$ cat config.mk
export PLATFORM = sky130hd
export DESIGN_NAME = hb_csr_port
export DESIGN_NICKNAME = d
export VERILOG_FILES = /design/src/core/hb_pkg.sv /design/src/core/hb_bank_if.sv /design/src/core/hb_csr_port.sv /design/src/core/hb_bank.sv
export SDC_FILE = /design/constraint.sdc
export NUM_CORES = 2
export LEC_CHECK = 0
export BUFFER_PORTS_ARGS = -buffer_cell sky130_fd_sc_hd__buf_2
export CORE_ASPECT_RATIO = 2
export CORE_MARGIN = 3
export CORE_UTILIZATION = 35
export CTS_CLUSTER_DIAMETER = 100
export DETAILED_ROUTE_END_ITERATION = 6
export PLACE_DENSITY = 0.51
export SYNTH_ARGS = -nofsm -noshare
export SYNTH_HDL_FRONTEND = slang
export SYNTH_SLANG_ARGS = --single-unit
$ cat constraint.sdc
create_clock -name i_ref_clk -period 6.7 [get_ports i_ref_clk]
set_input_delay 0.67 -clock i_ref_clk [delete_from_list [all_inputs] [get_ports i_ref_clk]]
set_output_delay 0.67 -clock i_ref_clk [all_outputs]
set_load 0.01 [all_outputs]
$ cat src/core/hb_pkg.sv
// Package with constants and types for the register port and its reset sequencing.
// Notes on behaviour
// - One 16-bit bus carries address and data, sampled on the master clock.
// - Each transaction is one address cycle followed by one or more data cycles.
// - Bus lines and the read/write select decide the type and the data cycle count.
// - Address word holds start address, stop address and a 6-bit control field.
// - The control field steers address and data to one or several banks.
// - Five banks, four channels and one common, each with 5-bit addressing.
// - Channel banks are identical, so one write updates every enabled channel.
// - Common bank addresses do not overlap the channel bank addresses.
// - A read of several banks returns the bitwise OR of their values.
// - Bursts read or write a sequential block after one address cycle.
// - Without burst, one access at the start address; stop address ignored.
// - Writing bit 0 of reset_control soft resets registers, not PLL or FIFOs.
// - Writing bit 3 of reset_control clears latched errors and resets FIFOs.
// - Hard reset asserts asynchronously; release is synchronous to the master clock.
// - Bit 15 burst, bit 14 common, bits 13 to 10 channels 3 to 0.
// - Burst stop is bits 9 to 5, start bits 4 to 0, stepped inclusive.
package hb_pkg;
  localparam int ADDR_W = 5;
  localparam int DATA_W = 16;
  localparam int N_BANKS = 5;
  localparam int COMMON_BANK = 4;
  // Address word layout.
  localparam int BURST_BIT = 15;
  localparam int CTL_LSB = 10;
  localparam int STOP_LSB = 5;
  localparam int START_LSB = 0;
  // Bank address ranges.
  localparam logic [4:0] CH_LO = 5'h00;
  localparam logic [4:0] CH_HI = 5'h17;
  localparam logic [4:0] CM_LO = 5'h18;
  localparam logic [4:0] CM_HI = 5'h1f;
  // Common registers.
  localparam logic [4:0] REG_RESET_CTL = 5'h19;
  localparam logic [4:0] REG_STATUS = 5'h1a;
  localparam int SOFT_RST_BIT = 0;
  localparam int ERR_RST_BIT = 3;
  localparam int ERR_FLAG_BIT = 0;
  localparam logic [15:0] RC_PULSE_MASK = 16'h0009;
  localparam logic [15:0] REG_RESET_VAL = 16'h0000;
  // Hard reset pin synchroniser depth.
  localparam int SYNC_DEPTH = 3;

  typedef enum logic [1:0] {
    HB_IDLE = 2'b00,
    HB_WDATA = 2'b01,
    HB_RTURN = 2'b10,
    HB_RISS = 2'b11
  } hb_state_t;
endpackage

$ cat src/core/hb_bank_if.sv
// Interface between the port controller and one register bank.
`timescale 1ns/1ns
`default_nettype none
interface hb_bank_if;
  logic sel;
  logic we;
  logic rd;
  logic srst;
  logic [4:0] addr;
  logic [15:0] wdata;
  logic [15:0] rdata;
  modport ctrl (output sel, output we, output rd, output srst, output addr, output wdata,
    input rdata);
  modport bank (input sel, input we, input rd, input srst, input addr, input wdata,
    output rdata);
endinterface
`default_nettype wire

$ cat src/core/hb_csr_port.sv
// Multiplexed register port with four channel banks, a common bank and reset control.
`timescale 1ns/1ns
`default_nettype none
module hb_csr_port (
  input wire logic i_ref_clk,
  input wire logic i_rst,
  input wire logic i_hard_rst_n,
  input wire logic [hb_pkg::DATA_W-1:0] i_cs_ad,
  input wire logic i_cs_strobe,
  input wire logic i_cs_rw,
  input wire logic i_err_event,
  output logic [hb_pkg::DATA_W-1:0] o_cs_ad_out,
  output logic o_cs_ad_oe,
  output logic o_pll_rst,
  output logic o_fifo_rst,
  output logic o_soft_rst,
  output logic o_err_latched
);
  import hb_pkg::*;

  typedef struct packed {
    hb_state_t state;
    logic [5:0] ctl;
    logic [4:0] start;
    logic [4:0] stop;
    logic [4:0] addr;
    logic hold;
    logic phase;
    logic we;
    logic [4:0] wa;
    logic [15:0] wd;
    logic rd;
    logic [4:0] ra;
    logic v1;
    logic stat_hit;
    logic [15:0] dout;
    logic oe;
    logic err;
    logic soft_p;
    logic err_p;
    logic [15:0] ad_q;
    logic strb_q;
    logic rw_q;
  } hb_port_st_t;

  hb_port_st_t st;
  hb_port_st_t next_st;
  logic [SYNC_DEPTH-1:0] hr_sync;
  logic hard_rst;
  logic rst_all;
  logic burst;
  logic [4:0] step_addr;
  logic [15:0] rd_or;
  logic [15:0] status_word;
  logic [15:0] rd_vec [N_BANKS];

  // ***************************************************************
  // Hard reset pin
  // ***************************************************************

  // The pin clears the chain at once; release walks through three flops so
  // that a release near the clock edge cannot split the design.
  always_ff @(posedge i_ref_clk or negedge i_hard_rst_n) begin
    if (!i_hard_rst_n) begin
      hr_sync <= '0;
    end else begin
      hr_sync <= {hr_sync[SYNC_DEPTH-2:0], 1'b1};
    end
  end

  assign hard_rst = !(hr_sync[1] && hr_sync[2]);
  assign rst_all = i_rst || hard_rst;

  // ***************************************************************
  // Bus sequencer
  // ***************************************************************

  assign burst = st.ctl[BURST_BIT-CTL_LSB];
  // Bursts wrap from the stop address back to the start address.
  assign step_addr = (st.addr == st.stop) ? st.start : st.addr + 5'h01;
  assign status_word = {15'h0000, st.err};

  always_comb begin
    next_st = st;
    // Bus pins are synchronous to the master clock: one register stage.
    next_st.ad_q = i_cs_ad;
    next_st.strb_q = i_cs_strobe;
    next_st.rw_q = i_cs_rw;
    next_st.we = 1'b0;
    next_st.rd = 1'b0;
    next_st.soft_p = 1'b0;
    next_st.err_p = 1'b0;
    next_st.v1 = st.rd;
    next_st.stat_hit = st.rd && st.ctl[COMMON_BANK] && (st.ra == REG_STATUS);
    next_st.dout = st.v1 ? (rd_or | (st.stat_hit ? status_word : 16'h0000)) : 16'h0000;
    next_st.oe = st.v1;
    // A new error in the clearing cycle is kept.
    next_st.err = i_err_event || (st.err && !st.err_p);
    case (st.state)
      HB_IDLE: begin
        if (st.strb_q) begin
          next_st.ctl = st.ad_q[15:CTL_LSB];
          next_st.stop = st.ad_q[STOP_LSB+4:STOP_LSB];
          next_st.start = st.ad_q[START_LSB+4:START_LSB];
          next_st.addr = st.ad_q[START_LSB+4:START_LSB];
          next_st.state = st.rw_q ? HB_RTURN : HB_WDATA;
        end
      end
      HB_WDATA: begin
        next_st.we = 1'b1;
        next_st.wa = st.addr;
        next_st.wd = st.ad_q;
        if (st.ctl[COMMON_BANK] && (st.addr == REG_RESET_CTL)) begin
          // Reset bits act as pulses and are never stored.
          next_st.wd = st.ad_q & ~RC_PULSE_MASK;
          next_st.soft_p = st.ad_q[SOFT_RST_BIT];
          next_st.err_p = st.ad_q[ERR_RST_BIT];
        end
        if (burst && st.strb_q) begin
          next_st.addr = step_addr;
        end else begin
          next_st.state = HB_IDLE;
        end
      end
      HB_RTURN: begin
        // Read select still high after the address selects extended data hold.
        next_st.hold = st.rw_q;
        next_st.phase = 1'b0;
        next_st.state = HB_RISS;
      end
      HB_RISS: begin
        next_st.rd = 1'b1;
        next_st.ra = st.addr;
        if (st.hold) begin
          next_st.phase = !st.phase;
        end
        if (burst && (!st.hold || st.phase)) begin
          next_st.addr = step_addr;
        end
        if ((!burst || !st.strb_q) && (!st.hold || st.phase)) begin
          next_st.state = HB_IDLE;
        end
      end
      default: begin
        next_st.state = HB_IDLE;
      end
    endcase
  end

  always_ff @(posedge i_ref_clk) begin
    if (rst_all) begin
      st <= '0;
    end else begin
      st <= next_st;
    end
  end

  // ***************************************************************
  // Register banks
  // ***************************************************************

  hb_bank_if bif[N_BANKS] ();

  for (genvar g = 0; g < N_BANKS; g++) begin : g_bank
    // Bank g follows control bit g, so channel banks 0-3 and common bank 4.
    assign bif[g].sel = st.ctl[g];
    // The status word is read-only, so the bank never stores that address.
    assign bif[g].we = st.we && (st.wa != REG_STATUS);
    assign bif[g].rd = st.rd;
    assign bif[g].srst = rst_all || st.soft_p;
    assign bif[g].addr = st.we ? st.wa : st.ra;
    assign bif[g].wdata = st.wd;
    assign rd_vec[g] = bif[g].rdata;
    hb_bank #(
      .LO((g == COMMON_BANK) ? CM_LO : CH_LO),
      .HI((g == COMMON_BANK) ? CM_HI : CH_HI)
    ) u_bank (
      .i_ref_clk(i_ref_clk),
      .bus(bif[g])
    );
  end

  always_comb begin
    rd_or = 16'h0000;
    for (int i = 0; i < N_BANKS; i++) begin
      rd_or = rd_or | rd_vec[i];
    end
  end

  // ***************************************************************
  // Outputs
  // ***************************************************************

  assign o_cs_ad_out = st.dout;
  assign o_cs_ad_oe = st.oe;
  // The PLL only restarts on a hard reset; soft reset leaves it running.
  assign o_pll_rst = hard_rst;
  assign o_fifo_rst = hard_rst || st.err_p;
  assign o_soft_rst = st.soft_p;
  assign o_err_latched = st.err;

  // ***************************************************************
  // Checks
  // ***************************************************************

  chk_write_pulse: assert property (
    @(posedge i_ref_clk) disable iff (rst_all)
    (st.state == HB_WDATA) |=> (st.we && (st.wa == $past(st.addr))))
    else $error("Data cycle did not produce a write.");

  chk_single_ends: assert property (
    @(posedge i_ref_clk) disable iff (rst_all)
    (st.state == HB_WDATA && !burst) |=> (st.state == HB_IDLE))
    else $error("Single write did not return to idle.");

  chk_read_data_out: assert property (
    @(posedge i_ref_clk) disable iff (rst_all)
    (st.state == HB_RTURN) |-> ##2 (st.rd && !o_cs_ad_oe) ##2 o_cs_ad_oe)
    else $error("Read data not driven two cycles after issue.");

  chk_burst_wrap: assert property (
    @(posedge i_ref_clk) disable iff (rst_all)
    (st.state == HB_WDATA && burst && st.strb_q && st.addr == st.stop)
    |=> (st.addr == $past(st.start)))
    else $error("Burst did not wrap to the start address.");

  chk_burst_step: assert property (
    @(posedge i_ref_clk) disable iff (rst_all)
    (st.state == HB_WDATA && burst && st.strb_q && st.addr != st.stop)
    |=> (st.addr == $past(st.addr) + 5'h01) && (st.state == HB_WDATA))
    else $error("Burst write did not step the address.");

  chk_soft_oneshot: assert property (
    @(posedge i_ref_clk) disable iff (rst_all)
    o_soft_rst |=> !o_soft_rst)
    else $error("Soft reset pulse lasted more than one cycle.");

  chk_err_clear: assert property (
    @(posedge i_ref_clk) disable iff (rst_all)
    (st.err_p && !i_err_event) |=> !o_err_latched)
    else $error("Error reset did not clear the latched error.");

  chk_err_set_wins: assert property (
    @(posedge i_ref_clk) disable iff (rst_all)
    i_err_event |=> o_err_latched)
    else $error("New error was lost.");

  chk_reset_bits_store: assert property (
    @(posedge i_ref_clk) disable iff (rst_all)
    (st.we && st.ctl[COMMON_BANK] && st.wa == REG_RESET_CTL) |-> ((st.wd & RC_PULSE_MASK) == 16'h0000))
    else $error("Reset control pulse bits were stored.");

  chk_oe_length: assert property (
    @(posedge i_ref_clk) disable iff (rst_all)
    (st.state == HB_RTURN && !burst && !st.rw_q) |-> ##4 o_cs_ad_oe ##1 !o_cs_ad_oe)
    else $error("Single read drove the bus for other than one cycle.");
endmodule
`default_nettype wire

$ cat src/core/hb_bank.sv
// One register bank covering a fixed slice of the 5-bit register address space.
`timescale 1ns/1ns
`default_nettype none
module hb_bank #(
  parameter logic [4:0] LO = hb_pkg::CH_LO,
  parameter logic [4:0] HI = hb_pkg::CH_HI
) (
  input wire logic i_ref_clk,
  hb_bank_if.bank bus
);
  import hb_pkg::*;

  typedef struct packed {
    logic [15:0] rdata;
  } hb_bank_st_t;

  hb_bank_st_t st;
  hb_bank_st_t next_st;
  logic [15:0] mem [CH_LO:CM_HI];
  logic hit;

  // Addresses outside this bank's slice neither store nor answer.
  assign hit = (bus.addr >= LO) && (bus.addr <= HI);

  always_comb begin
    next_st = st;
    // Unselected banks answer zero so the OR of all banks stays clean.
    next_st.rdata = (bus.rd && bus.sel && hit) ? mem[bus.addr] : 16'h0000;
  end

  always_ff @(posedge i_ref_clk) begin
    if (bus.srst) begin
      st <= '0;
    end else begin
      st <= next_st;
    end
  end

  always_ff @(posedge i_ref_clk) begin
    if (bus.srst) begin
      for (int i = LO; i <= HI; i++) begin
        mem[i] <= REG_RESET_VAL;
      end
    end else if (bus.we && bus.sel && hit) begin
      mem[bus.addr] <= bus.wdata;
    end
  end

  assign bus.rdata = st.rdata;
endmodule
`default_nettype wire

==> impl_metrics.csv <==
group,metric,value,unit
global_routing,grt_overflow_total,0,
worst_setup_path,critPathRequiredTime,7460,ps
floorplanning,start_util,35.2,%
clocking,cts_buffers,240,
yosys,yosysWarnings,0,
routing,dr.pass1.iters,6,
pwr,p_per_area,256,mW/mm^2
clocking,clockBufferDepth,4,
clocking,htreeDepth,4,
sta,drv_slew,0,
yosys,async_reset_ff_share,0.110,%
worst_setup_path,r2r_setup_slack,2080,ps
global_routing,grt_use_met3,2.26,%
worst_setup_path,path_class,"reg -> reg",
yosys,yosysTopAreaCell,"edfxtp_1",
yosys,synth_cell_types,73,
yosys,synth_area_leaders,"edfxtp_1 (67%), and3_1 (5.6%), mux2i_1 (5.5%)",
min_path,hold_end,"st[72]",
clocking,cts_tree,"yes",
routing,drt-vias-per-instance,5.26,
worst_setup_path,crit_fanout,56,
yosys,synthTopCellsByCount,"edfxtp_1 (2560), nand2_1 (1034), and3_1 (1029)",
yosys,synth-seq-cells,2736,
pwr,p_int,26.7,mW
global_routing,grt_max_degree,123,
worst_setup_path,critPathLaunch,"st[42]",
pwr,power,33.6,mW
routing,finalWirelength,386000,microns
pwr,pwr-share-seq,57.4,%
yosys,ys.flop_type,"edfxtp_1",
sta,max_clock_freq,216,MHz
clocking,cts_setup_buffers,0,
min_path,hold_path_depth,5,
yosys,synth_edf_count,2560,
routing,wire_per_inst,27.7,microns
sta,worstMarginPinSlew,1280,ps
floorplanning,die_height,818,microns
place,hpwlAfterDp,240000,microns
pwr,pwr-share-clk,40.9,%
yosys,postSynthCellCount,8773,
clocking,clkLatencyLatePin,930,ps
yosys,yosys.cell_count.top_type,"edfxtp_1",
yosys,syn_area_per_cell,13.1,sq um
min_path,hp-class,"in -> reg",
worst_setup_path,ff2ff_path_depth,6,
routing,vias,73386,
global_routing,use_met2,41.3,%
floorplanning,die_w,412,microns
worst_setup_path,cpMaxStageDelayCell,"o22ai_1",
floorplanning,rows,297,
worst_setup_path,cp.arrival,5390,ps
floorplanning,dieArea,0.337,sq mm
pwr,vdd_drop_max,0.000204,V
global_routing,antenna_found_initial,22,
routing,drtAntennaViolNets,0,
sta,period_share,69.0,%
final_layout,layout-drive-gt1-share,7.92,%
sta,setup_viol,0,
sta,final-hold-violation-count,0,
clocking,cts_root_buf,"clkbuf_16",
worst_setup_path,max_stage_delay,810,ps
pwr,switching_share,20.7,%
pwr,switchingPower,6.97,mW
worst_setup_path,r2r_end,"g_bank[1].u_bank.bus.rdata[9]",
clocking,clkSlewWorstSetupHoldPaths,70,ps
worst_setup_path,end_kind,"flop",
routing,drtIter0Drc,6219,
final_layout,final_net_count,9428,
worst_setup_path,path_buf_inv,0,
pwr,leakage,49.8,nW
routing,drcViolationCount,0,
run,cap_violations,0,
place,port_buffers,42,
min_path,min_from,"i_rst",
global_routing,first_global_vias,74678,
global_routing,grtUsageMet1,24.2,%
yosys,ys_seq_area_share,69.7,%
pwr,power_frac_comb,1.7,%
global_routing,gr-max-usage-layer,"met2",
floorplanning,core_region_area,0.328,sq mm
sta,tns,0,ps
global_routing,track_usage,22.4,%
worst_setup_path,reg2reg_from,"st[42]",
sta,hold_slack,279,ps
status,status,"completed",
worst_setup_path,path_cells,"nor4bb_1 -> or2_4 -> nand2_4 -> o22ai_1 -> nor4_1 -> a31oi_1",
worst_setup_path,cp_top_family,"simple AND/OR/NAND/NOR gates",
place,gp_congestion,0.855,
yosys,synth_top_cell_area_share,66.6,%
final_layout,layout-area-overhead-vs-synth,14.1,%
sta,rsz0062_at_grt,"false",
sta,slew_headroom,12.8,%
worst_setup_path,startpoint_type,"flop",
yosys,syn_area,0.115,sq mm
global_routing,grt_pass1_wl,544000,microns
clocking,clock_sinks,2736,
floorplanning,io_pins,43,
sta,period_needed,4620,ps
sta,clock_skew,52.3,ps
==> power by group through the flow <==
| stage | logic, mW | registers (mW) | clock network (mW) |
|---|---|---|---|
| finish | 0.577 | 19.3 | 13.7 |
| global route | 0.641 | 19.3 | 14.6 |
| CTS | 0.568 | 19.3 | 14.0 |
| detailed placement | 0.558 | 19.7 | 0 |
| global placement | 0.550 | 19.7 | 0 |
| floorplan | 0.343 | 19.6 | 0 |
==> tightest hold or removal path, cell delays in order <==
cell     delay, ps
buf_2           90
nor2_2          40
buf_4          200
o21ai_0        100
a21oi_1         40
==> metal layers <==
| metal | part of all wire [%] | wire (microns) | vias up |
|---|---|---|---|
| met5 | 0.0034 | 13 | - |
| met1 | 35 | 135000 | 37526 |
| met3 | 4.3 | 16500 | 782 |
| met2 | 53 | 205000 | 2217 |
| li1 | - | - | 32859 |
| met4 | 7.7 | 29600 | 2 |
==> per-stage QoR <==
step	std cells	setup slack, ps	cell area [sq um]	util, %
finish	13948	2080	132000	40.1
global route	13938	2070	132000	40.1
CTS	13937	2190	132000	40.1
detailed placement	13476	1890	124000	37.8
global placement	13476	1970	124000	37.8
floorplan	9684	3340	119000	-
==> placed cells by master (no fill, tap or decap), types with 31 or more instances in the layout <==
master and count:
edfxtp_1 2560, dfxtp_1 156, clkbuf_16 246, a31oi_1 83, clkinv_2 31, buf_4 241, conb_1 913, nor2_1 213
o22ai_1 318, nand3_1 34, a22oi_1 167, o21ai_1 79, nand2_1 1028, mux2i_1 630, a21oi_1 522, and2_1 647
buf_2 42, and3_1 1029, clkbuf_1 90, nor4_1 219
==> how the worst max path moves through the flow <==
stage / end / slack [ps] / cells past startpoint
2_1_floorplan: g_bank[0].u_bank.mem[13][0] / 3340 / 6
3_3_place_gp: g_bank[2].u_bank.mem[12][12] / 1970 / 9
3_5_place_dp: g_bank[2].u_bank.mem[12][11] / 1890 / 9
4_1_cts: g_bank[1].u_bank.bus.rdata[1] / 2190 / 6
5_1_grt: g_bank[3].u_bank.bus.rdata[3] / 2070 / 6
6_report: g_bank[1].u_bank.bus.rdata[9] / 2080 / 6
==> layout make-up <==
cell class	instances	area (sq um)
Fill cell	30934	196000
Sequential cell	2736	80500
Multi-Input combinational cell	6082	35300
Clock buffer	362	6840
Tap cell	4335	5420
Timing Repair Buffer	334	2830
Clock inverter	78	648
Inverter	10	37.5
Antenna cell	11	27.5
==> kinds of logic after synthesis <==
kind of cell | share of synthesized area (%)
AOI/OAI and AO/OA | 6.32
xor gates and xnor gates | 0.0607
buffers and inverters | 3.10
other | 0.00651
DFF | 69.7
muxes | 5.80
adders and majority gates | 0.0217
and+or+nand+nor | 15.0
==> state kept, by name, summed over array words and instances (netlist names), 3 cells and up <==
| name | count |
|---|---|
| g_bank.u_bank.mem | 2560 |
| g_bank.u_bank.bus.rdata | 80 |
| st | 50 |
| bif.wdata | 16 |
| o_cs_ad_out | 16 |
| bif.sel | 5 |
| hr_sync | 3 |
==> timing repair <==
item / 4_1_cts / 5_1_grt
endpoints found under the hold margin: 22 / 0
endpoints found under the setup margin: 0 / 0
hold buffers: 21 / 0
gates resized for setup: 0 / 0
(Power assumes the default switching activity.)
